===== config.mk =====
export PLATFORM = sky130hd
export DESIGN_NAME = jsrb_register_bank
export DESIGN_NICKNAME = d
export VERILOG_FILES = /design/src/design/jsrb_pkg.sv /design/src/design/jsrb_register_bank.sv
export SDC_FILE = /design/constraint.sdc
export NUM_CORES = 1
export LEC_CHECK = 0
export ABC_AREA = 0
export BUFFER_PORTS_ARGS = -buffer_cell sky130_fd_sc_hd__buf_2
export CORE_MARGIN = 2
export CORE_UTILIZATION = 35
export DETAILED_ROUTE_END_ITERATION = 6
export PLACE_DENSITY = 0.53
export SYNTH_ARGS = -nofsm -noshare
export SYNTH_HDL_FRONTEND = slang
export SYNTH_SLANG_ARGS = --single-unit

===== constraint.sdc =====
create_clock -name sys_clk -period 18.9 [get_ports sys_clk]
set_input_delay 1.89 -clock sys_clk [delete_from_list [all_inputs] [get_ports sys_clk]]
set_output_delay 1.89 -clock sys_clk [all_outputs]
set_load 0.03 [all_outputs]

===== src/design/jsrb_pkg.sv =====
package jsrb_pkg;

    // ------------------------------------------------------------
    // Register map
    // ------------------------------------------------------------
    localparam logic [7:0] ADDR_MAKER_CODE   = 8'h0c;
    localparam logic [7:0] ADDR_COMP_VERSION = 8'h0d;
    localparam logic [7:0] ADDR_SI_REVISION  = 8'h0e;
    localparam logic [7:0] ADDR_MAIN_CONTROL = 8'h0f;
    localparam logic [7:0] ADDR_X_RESULT     = 8'h10;
    localparam logic [7:0] ADDR_Y_RESULT     = 8'h11;
    localparam logic [7:0] ADDR_LIMIT_BASE   = 8'h12;
    localparam logic [7:0] ADDR_SCALING      = 8'h2d;
    localparam logic [7:0] ADDR_TEST_POL     = 8'h2e;

    // ------------------------------------------------------------
    // Reset values
    // ------------------------------------------------------------
    localparam logic [7:0] RST_SCALING  = 8'h09;
    localparam logic [7:0] RST_TEST_POL = 8'h84;
    localparam logic [7:0] RST_RESULT   = 8'h00;
    localparam logic [7:0] RST_LEFT     = 8'h05;
    localparam logic [7:0] RST_RIGHT    = 8'hfb;
    localparam logic [7:0] RST_TOP      = 8'h05;
    localparam logic [7:0] RST_BOTTOM   = 8'hfb;
    localparam logic       RST_IDLE     = 1'b1;
    localparam logic [2:0] RST_TIMEBASE = 3'h7;
    localparam logic       RST_INT_DIS  = 1'b0;
    localparam logic       RST_INT_FUNC = 1'b0;
    localparam logic       RST_VALID    = 1'b0;
    localparam logic [7:0] RST_RDATA    = 8'h00;

    // Arbitrary identification values
    localparam logic [7:0] ID_MAKER_DEFAULT   = 8'ha5;
    localparam logic [7:0] COMPONENT_VERSION_DEFAULT = 8'h31;
    localparam logic [7:0] ID_REVISION_DEFAULT = 8'h02;

    // ------------------------------------------------------------
    // Main control field positions
    // ------------------------------------------------------------
    localparam int CTL_IDLE_BIT  = 7;
    localparam int CTL_TB_HI     = 6;
    localparam int CTL_TB_LO     = 4;
    localparam int CTL_INT_DIS   = 3;
    localparam int CTL_INT_FUNC  = 2;
    localparam int CTL_SOFT_RST  = 1;
    localparam int CTL_VALID_BIT = 0;

    localparam int NUM_LIMITS   = 4;
    localparam int LIM_LEFT     = 0;
    localparam int LIM_RIGHT    = 1;
    localparam int LIM_TOP      = 2;
    localparam int LIM_BOTTOM   = 3;

    localparam int RAW_WIDTH_DEFAULT   = 12;
    localparam int SCALE_SHIFT_DEFAULT = 4;

    // ------------------------------------------------------------
    // Carriers
    // ------------------------------------------------------------
    typedef struct packed {
        logic [7:0] addr;
        logic [7:0] wdata;
        logic       wr;
        logic       rd;
    } jsrb_req_t;

    typedef struct packed {
        logic       idle;
        logic [2:0] timebase;
        logic [7:0] testPol;
    } jsrb_cfg_t;

endpackage


===== src/design/jsrb_register_bank.sv =====
`timescale 1ns/100ps

module jsrb_register_bank #(
    parameter int         RAW_WIDTH   = jsrb_pkg::RAW_WIDTH_DEFAULT,
    parameter int         SCALE_SHIFT = jsrb_pkg::SCALE_SHIFT_DEFAULT,
    parameter logic [7:0] ID_MAKER    = jsrb_pkg::ID_MAKER_DEFAULT,   // Arbitrary value
    parameter logic [7:0] COMPONENT_VERSION  = jsrb_pkg::COMPONENT_VERSION_DEFAULT, // Arbitrary value
    parameter logic [7:0] ID_REVISION = jsrb_pkg::ID_REVISION_DEFAULT // Arbitrary value
) (
    input  wire logic                   sys_clk,      // System clock, 20 MHz
    input  wire logic                   rst_n,        // Async reset, active low
    input  wire jsrb_pkg::jsrb_req_t    regReq,       // Register access from bus front end
    input  wire logic                   regRdAck,     // Ack bit of a read byte completed
    output logic [7:0]                  regRdata,     // Read data, valid after rd
    input  wire logic                   calcStart,    // Coordinate calculation begins
    input  wire logic                   calcDone,     // Coordinate calculation ends
    input  wire logic [RAW_WIDTH-1:0]   rawX,         // Signed raw X, valid with calcDone
    input  wire logic [RAW_WIDTH-1:0]   rawY,         // Signed raw Y, valid with calcDone
    output jsrb_pkg::jsrb_cfg_t         measCfg,      // Mode, time base, test/polarity
    output logic                        irqOutLowOut, // Interrupt pin level when driven
    output logic                        irqOutLowOe   // Interrupt pin drive enable
);
    import jsrb_pkg::*;

    // ------------------------------------------------------------
    // Register state
    // ------------------------------------------------------------
    logic       idleMode;
    logic [2:0] lowPowerTimebase;
    logic       intDisable;
    logic       intFunction;
    logic       dataValid;
    logic [7:0] xResult;
    logic [7:0] yResult;
    logic [7:0] scalingControl;
    logic [7:0] testPolarityControl;
    logic [7:0] limitReg [NUM_LIMITS];
    logic       irqPending;
    logic [7:0] lastReadAddr;

    logic       softReset;
    logic       wrCtl;
    logic       wrScaling;
    logic       wrTestPol;
    logic       wrLimit [NUM_LIMITS];
    logic [7:0] scaledX;
    logic [7:0] scaledY;
    logic       outside;
    logic       irqEvent;
    logic       yReadAcked;
    logic       next_irqPending;
    logic [7:0] next_regRdata;

    // ------------------------------------------------------------
    // Write decode
    // ------------------------------------------------------------
    // Soft reset takes effect on the write itself, so the bit never reads back one
    assign wrCtl     = regReq.wr && (regReq.addr == ADDR_MAIN_CONTROL);
    assign softReset = wrCtl && regReq.wdata[CTL_SOFT_RST];
    // Identification and result addresses decode to nothing, so writes there fall away
    assign wrScaling = regReq.wr && (regReq.addr == ADDR_SCALING);
    assign wrTestPol = regReq.wr && (regReq.addr == ADDR_TEST_POL);

    // ------------------------------------------------------------
    // Scaling
    // ------------------------------------------------------------
    // Saturate so that an oversized factor clips instead of wrapping sign
    function automatic logic [7:0] scaleSat(input logic [RAW_WIDTH-1:0] raw,
                                            input logic [7:0]           factor);
        logic signed [RAW_WIDTH+9:0] prod;
        logic signed [RAW_WIDTH+9:0] shifted;
        prod    = $signed({{10{raw[RAW_WIDTH-1]}}, raw}) *
                  $signed({{(RAW_WIDTH+2){1'b0}}, factor});
        shifted = prod >>> SCALE_SHIFT;
        if (shifted > $signed((RAW_WIDTH+10)'(127))) begin
            scaleSat = 8'h7f;
        end else if (shifted < -$signed((RAW_WIDTH+10)'(128))) begin
            scaleSat = 8'h80;
        end else begin
            scaleSat = shifted[7:0];
        end
    endfunction

    assign scaledX = scaleSat(rawX, scalingControl);
    assign scaledY = scaleSat(rawY, scalingControl);

    // ------------------------------------------------------------
    // Scaling and test/polarity registers
    // ------------------------------------------------------------
    always_ff @(posedge sys_clk or negedge rst_n) begin
        if (!rst_n) begin
            scalingControl <= RST_SCALING;
        end else if (softReset) begin
            scalingControl <= RST_SCALING;
        end else if (wrScaling) begin
            scalingControl <= regReq.wdata;
        end
    end

    // Stored as written; the test bits are the host's to keep legal
    always_ff @(posedge sys_clk or negedge rst_n) begin
        if (!rst_n) begin
            testPolarityControl <= RST_TEST_POL;
        end else if (softReset) begin
            testPolarityControl <= RST_TEST_POL;
        end else if (wrTestPol) begin
            testPolarityControl <= regReq.wdata;
        end
    end

    // ------------------------------------------------------------
    // Main control
    // ------------------------------------------------------------
    always_ff @(posedge sys_clk or negedge rst_n) begin
        if (!rst_n) begin
            idleMode         <= RST_IDLE;
            lowPowerTimebase <= RST_TIMEBASE;
        end else if (softReset) begin
            idleMode         <= RST_IDLE;
            lowPowerTimebase <= RST_TIMEBASE;
        end else if (wrCtl) begin
            idleMode         <= regReq.wdata[CTL_IDLE_BIT];
            lowPowerTimebase <= regReq.wdata[CTL_TB_HI:CTL_TB_LO];
        end
    end

    // Interrupt set-up shares the byte but is a concern of its own
    always_ff @(posedge sys_clk or negedge rst_n) begin
        if (!rst_n) begin
            intDisable  <= RST_INT_DIS;
            intFunction <= RST_INT_FUNC;
        end else if (softReset) begin
            intDisable  <= RST_INT_DIS;
            intFunction <= RST_INT_FUNC;
        end else if (wrCtl) begin
            intDisable  <= regReq.wdata[CTL_INT_DIS];
            intFunction <= regReq.wdata[CTL_INT_FUNC];
        end
    end

    // Done wins if start and done coincide
    always_ff @(posedge sys_clk or negedge rst_n) begin
        if (!rst_n) begin
            dataValid <= RST_VALID;
        end else if (softReset) begin
            dataValid <= RST_VALID;
        end else if (calcDone) begin
            dataValid <= 1'b1;
        end else if (calcStart) begin
            dataValid <= 1'b0;
        end
    end

    // ------------------------------------------------------------
    // Results
    // ------------------------------------------------------------
    always_ff @(posedge sys_clk or negedge rst_n) begin
        if (!rst_n) begin
            xResult <= RST_RESULT;
            yResult <= RST_RESULT;
        end else if (softReset) begin
            xResult <= RST_RESULT;
            yResult <= RST_RESULT;
        end else if (calcDone) begin
            // One edge loads both, so X and Y never come from different passes
            xResult <= scaledX;
            yResult <= scaledY;
        end
    end

    // ------------------------------------------------------------
    // Threshold registers
    // ------------------------------------------------------------
    localparam logic [7:0] LIMIT_RST [NUM_LIMITS] = '{RST_LEFT, RST_RIGHT, RST_TOP, RST_BOTTOM};

    for (genvar i = 0; i < NUM_LIMITS; i++) begin : g_limit
        assign wrLimit[i] = regReq.wr && (regReq.addr == ADDR_LIMIT_BASE + 8'(i));
        always_ff @(posedge sys_clk or negedge rst_n) begin
            if (!rst_n) begin
                limitReg[i] <= LIMIT_RST[i];
            end else if (softReset) begin
                limitReg[i] <= LIMIT_RST[i];
            end else if (wrLimit[i]) begin
                limitReg[i] <= regReq.wdata;
            end
        end
    end

    // Compared against the freshly scaled pair, the one about to be stored
    assign outside = ($signed(scaledX) > $signed(limitReg[LIM_LEFT]))  ||
                     ($signed(scaledX) < $signed(limitReg[LIM_RIGHT])) ||
                     ($signed(scaledY) > $signed(limitReg[LIM_TOP]))   ||
                     ($signed(scaledY) < $signed(limitReg[LIM_BOTTOM]));

    // ------------------------------------------------------------
    // Interrupt
    // ------------------------------------------------------------
    // Clear waits for the ack bit of the Y byte, not its read strobe
    assign yReadAcked = regRdAck && (lastReadAddr == ADDR_Y_RESULT);
    // Disabled events are dropped, not held back for a later enable
    assign irqEvent   = calcDone && !intDisable && (!intFunction || outside);

    // A new event in the clearing cycle keeps the flag set
    always_comb begin
        next_irqPending = irqPending;
        if (yReadAcked) begin
            next_irqPending = 1'b0;
        end
        if (irqEvent) begin
            next_irqPending = 1'b1;
        end
    end

    always_ff @(posedge sys_clk or negedge rst_n) begin
        if (!rst_n) begin
            irqPending <= 1'b0;
        end else if (softReset) begin
            irqPending <= 1'b0;
        end else begin
            irqPending <= next_irqPending;
        end
    end

    // Open drain: only ever pulls low
    assign irqOutLowOut = 1'b0;
    assign irqOutLowOe  = irqPending && !intDisable;

    // ------------------------------------------------------------
    // Read path
    // ------------------------------------------------------------
    always_ff @(posedge sys_clk or negedge rst_n) begin
        if (!rst_n) begin
            lastReadAddr <= 8'h00;
        end else if (softReset) begin
            lastReadAddr <= 8'h00;
        end else if (regReq.rd) begin
            lastReadAddr <= regReq.addr;
        end
    end

    // Mux is combinational; the data output is a flop held until the next read
    always_comb begin
        next_regRdata = RST_RDATA;
        unique case (regReq.addr)
            ADDR_MAKER_CODE:   next_regRdata = ID_MAKER;
            ADDR_COMP_VERSION: next_regRdata = COMPONENT_VERSION;
            ADDR_SI_REVISION:  next_regRdata = ID_REVISION;
            ADDR_MAIN_CONTROL: next_regRdata = {idleMode, lowPowerTimebase, intDisable,
                                                intFunction, 1'b0, dataValid};
            ADDR_X_RESULT:     next_regRdata = xResult;
            ADDR_Y_RESULT:     next_regRdata = yResult;
            ADDR_LIMIT_BASE:   next_regRdata = limitReg[LIM_LEFT];
            ADDR_LIMIT_BASE + 8'h01: next_regRdata = limitReg[LIM_RIGHT];
            ADDR_LIMIT_BASE + 8'h02: next_regRdata = limitReg[LIM_TOP];
            ADDR_LIMIT_BASE + 8'h03: next_regRdata = limitReg[LIM_BOTTOM];
            ADDR_SCALING:      next_regRdata = scalingControl;
            ADDR_TEST_POL:     next_regRdata = testPolarityControl;
            // Unmapped addresses read as zero
            default:           next_regRdata = RST_RDATA;
        endcase
    end

    always_ff @(posedge sys_clk or negedge rst_n) begin
        if (!rst_n) begin
            regRdata <= RST_RDATA;
        end else if (regReq.rd) begin
            regRdata <= next_regRdata;
        end
    end

    // ------------------------------------------------------------
    // Configuration out to the measurement side
    // ------------------------------------------------------------
    assign measCfg = '{idle:     idleMode,
                       timebase: lowPowerTimebase,
                       testPol:  testPolarityControl};

endmodule


==> qor.json <==
{
  "route.antenna.remaining_nets": 0,
  "vdd.ir_drop.worst_mv": 0.0369,
  "yosysTopAreaCellShare_pct": 24.7,
  "final-instance-count-excl-fill": 1984,
  "dpl.hpwl_um": 28200,
  "post_synth_fa_ha_maj_area_fraction_pct": 35.3,
  "report.final.hold_viol_count": 0,
  "initialDrtViolationCount": 740,
  "place_inst": 1968,
  "syn_nets": 1797,
  "grt_most_used_layer": "met2",
  "simple_gate_area_share_of_the_yosys_netlist_pct": 19.4,
  "ys_dominant_reg_cell": "dfrtp_1",
  "part_of_the_yosys_area_used_for_sequential_elements_pct": 17.6,
  "largest_net_degree_at_the_start_of_global_routing": 52,
  "synth.distinct_cells": 79,
  "first_pass_grt_wire_length_um": 58700,
  "met1_usage_pct": 28.9,
  "fmaxAchievable_ghz": 0.103,
  "worst_path_max_delay_cell": "a2111oi_0",
  "h-tree-depth": 3,
  "finalClockSkew_ps": 5.14,
  "worst_slew_margin_rel_pct": 14.7,
  "critPathLaunchType": "input port",
  "finalCriticalPeriod_ps": 9750,
  "numClockSinks": 88,
  "timing.final.setup_violations": 0,
  "gp_routability_congestion": 0.881,
  "cp-startpoint": "rawY[11]",
  "warnings_synthesis": 0,
  "floorplan.die.width_um": 194,
  "slew_viol_final": 0,
  "synth_mux_area_share_pct": 2.14,
  "path_clk_slew_ps": 70,
  "synth_largest_area_cell": "fa_1",
  "layout.cell_area.non_filler_um2": 13700,
  "clock_tree.root_cell": "clkbuf_16",
  "buffer_count_from_post_cts_setup_fixing": 0,
  "ys_async_sr_fraction_pct": 100,
  "netlist_area_um2": 12700,
  "totalWireLength_um": 35600,
  "worstSetupPathType": "in -> reg",
  "tritoncts": "built",
  "status": "finished, final reports clean",
  "drive_above_1_share_pct": 8.60,
  "number_of_cts_inserted_buffers": 9,
  "syn-mean-instance-area_um2": 8.52,
  "synth_edf_count": 0,
  "wl_per_cell_um": 17.9,
  "grt_setup_unrepaired": "no",
  "power.static_leakage_nw": 6.92,
  "route.detailed.vias_per_inst": 5.20,
  "global_route.usage.met3_pct": 2.50,
  "largest_family_of_logic_cells_by_synthesized_area": "adder cells",
  "detailed_place.area_um2": 13400,
  "globalRouteOverflowTotal": 0,
  "tightest_slew_ps": 1270,
  "cap_violations": 0,
  "area_delta_synth_final_pct": 8.22,
  "die_area_um2": 37700,
  "grt_pass1_vias": 10431,
  "antenna_cells": 0,
  "detail_route.drc_violations": 0,
  "clock_tree.buffer_depth": 2,
  "postLayoutSetupSlackWorst_ps": 9150,
  "syn_inst": 1486,
  "timing.critical_path.slowest_cell_delay_ps": 890,
  "power.density_nw_per_um2": 63.0,
  "worst_hold_path_type": "reg -> reg",
  "io_pins": 69,
  "worstSetupEndpointType": "flip-flop",
  "detailedRoute.firstPassIterationCount": 5,
  "required_ps": 19140,
  "grt.total_usage_pct": 19.4,
  "rr_startpoint": "scalingControl[1]",
  "worst_skew_pair.late_latency_ps": 360,
  "timing.hold.worst.start": "lowPowerTimebase[1]",
  "port-buffer-count": 67,
  "fill_cells": 3652,
  "post_cts.resized_instances": 0,
  "core-area_um2": 35600,
  "die_h_um": 194,
  "placement.setup.worst_slack_ps": 8770,
  "layout_worst_path_cycle_share_pct": 51.6,
  "nNetsFinal": 1829,
  "layout.core_utilization_pct": 38.5,
  "floorplan.initialDensity_pct": 35.6,
  "area_fraction_in_compound_gates_after_synthesis_pct": 12.9,
  "critical_path.most_common_cell": "inv_1",
  "worst-r2r-setup-slack_ps": 9880,
  "yosys.area_share.xor_xnor_pct": 2.01,
  "worst-path-max-fanout": 9,
  "totalNegativeSetupSlack_ps": 0,
  "cp_data_arrival_time_ps": 9990,
  "ys_seq_elements": 88,
  "floorplan.rows": 69,
  "antenna_found_initial": 0,
  "largest_cells_by_area_after_synthesis": "fa_1, dfrtp_1, ha_1, inv_1, nand2_1",
  "num_vias": 10310,
  "post_cts_hold_buffer_count": 0,
  "met2_usage_pct": 29.1
}
## worst paths after layout
| kind | to | cells after the start |
|---|---|---|
| worst max-delay path | irqPending | 28 |
| worst min-delay path | lowPowerTimebase[1] | 2 |
| worst max register to register | irqPending | 28 |
| worst min register to register | lowPowerTimebase[1] | 2 |
| max in group asynchronous | yResult[5] | 2 |
| min in group asynchronous | testPolarityControl[4] | 1 |
## metal layers
layer  wire [um]  vias up
met5          41        -
li1            -     4856
met1       17500     5088
met3        1650       64
met2       15400      300
met4         984        2
## cells by family after synthesis
| group | after synthesis |
|---|---|
| simple gates | 495 |
| compound gates | 241 |
| buf+inv | 341 |
| fa+ha+maj | 264 |
| other cells | 1 |
| flops | 88 |
| mux | 27 |
| xor+xnor | 29 |
## state kept, by name, indices dropped and copies added (netlist names)
register             flops
intDisable               1
idleMode                 1
dataValid                1
lastReadAddr             8
yResult                  8
testPolarityControl      8
scalingControl           8
lowPowerTimebase         3
regRdata                 8
limitReg                32
xResult                  8
intFunction              1
irqPending               1
## layout by cell type, fill, tap and decap left out, types with 14 or more instances in the layout
master / count
nand2_1: 195
dfrtp_1: 62
dfstp_2: 26
fa_1: 156
nand2b_1: 16
nand3_1: 23
o211ai_1: 17
nor2_1: 66
xnor2_1: 21
mux2i_1: 26
o21ai_0: 43
and2_1: 114
and3_1: 15
nor3_1: 14
a211oi_1: 20
buf_2: 66
a21oi_1: 62
inv_1: 286
ha_1: 108
## worst max-delay path: cells and delay by family
kind            cells  cell delay (ps)
buf+inv             6              620
fa+ha+maj           6             2920
simple gates        8             1170
compound gates      8             3390
## layout make-up
type,instances,area (um^2),area share (%)
Clock buffer,9,225,1.64
Timing Repair Buffer,76,405,2.96
Multi-Input combinational cell,1057,9090,66.4
Sequential cell,88,2230,16.3
Tap cell,461,577,4.21
Inverter,286,1070,7.83
Clock inverter,7,95.1,0.694
## metrics by stage
step | hold WS, ps | total power [mW]
after floorplan | 465 | 0.542
after global placement | 487 | 0.661
after detailed placement | 487 | 0.664
after CTS | 498 | 0.868
after global routing | 514 | 0.935
final | 497 | 0.864
## synthesized netlist by cell type (4+ instances only)
library cell / n
and2_1: 114
a31oi_1: 5
nor3b_1: 4
nor2_1: 66
dfstp_2: 26
nor4_1: 5
o211ai_1: 17
and3_1: 15
xor2_1: 8
mux2i_1: 26
dfrtp_1: 62
nand3b_1: 4
ha_1: 108
nand4_1: 6
nand3_1: 23
nand2_1: 195
clkbuf_1: 47
or3_1: 7
nor3_1: 14
o21ai_0: 43
fa_1: 156
a311oi_1: 4
a21o_1: 9
a211oi_1: 20
a22oi_1: 7
inv_1: 286
a21oi_1: 62
xnor2_1: 21
a2111oi_0: 5
nand2b_1: 16
o22ai_1: 12
nor2b_1: 11
o21a_1: 12
clkbuf_8: 4
## where the power goes
part,switching [mW],internal [mW],total [mW]
sequential,0.0243,0.215,0.240
clock,0.0810,0.116,0.197
combinational,0.262,0.166,0.427
(Power assumes the default switching activity.)
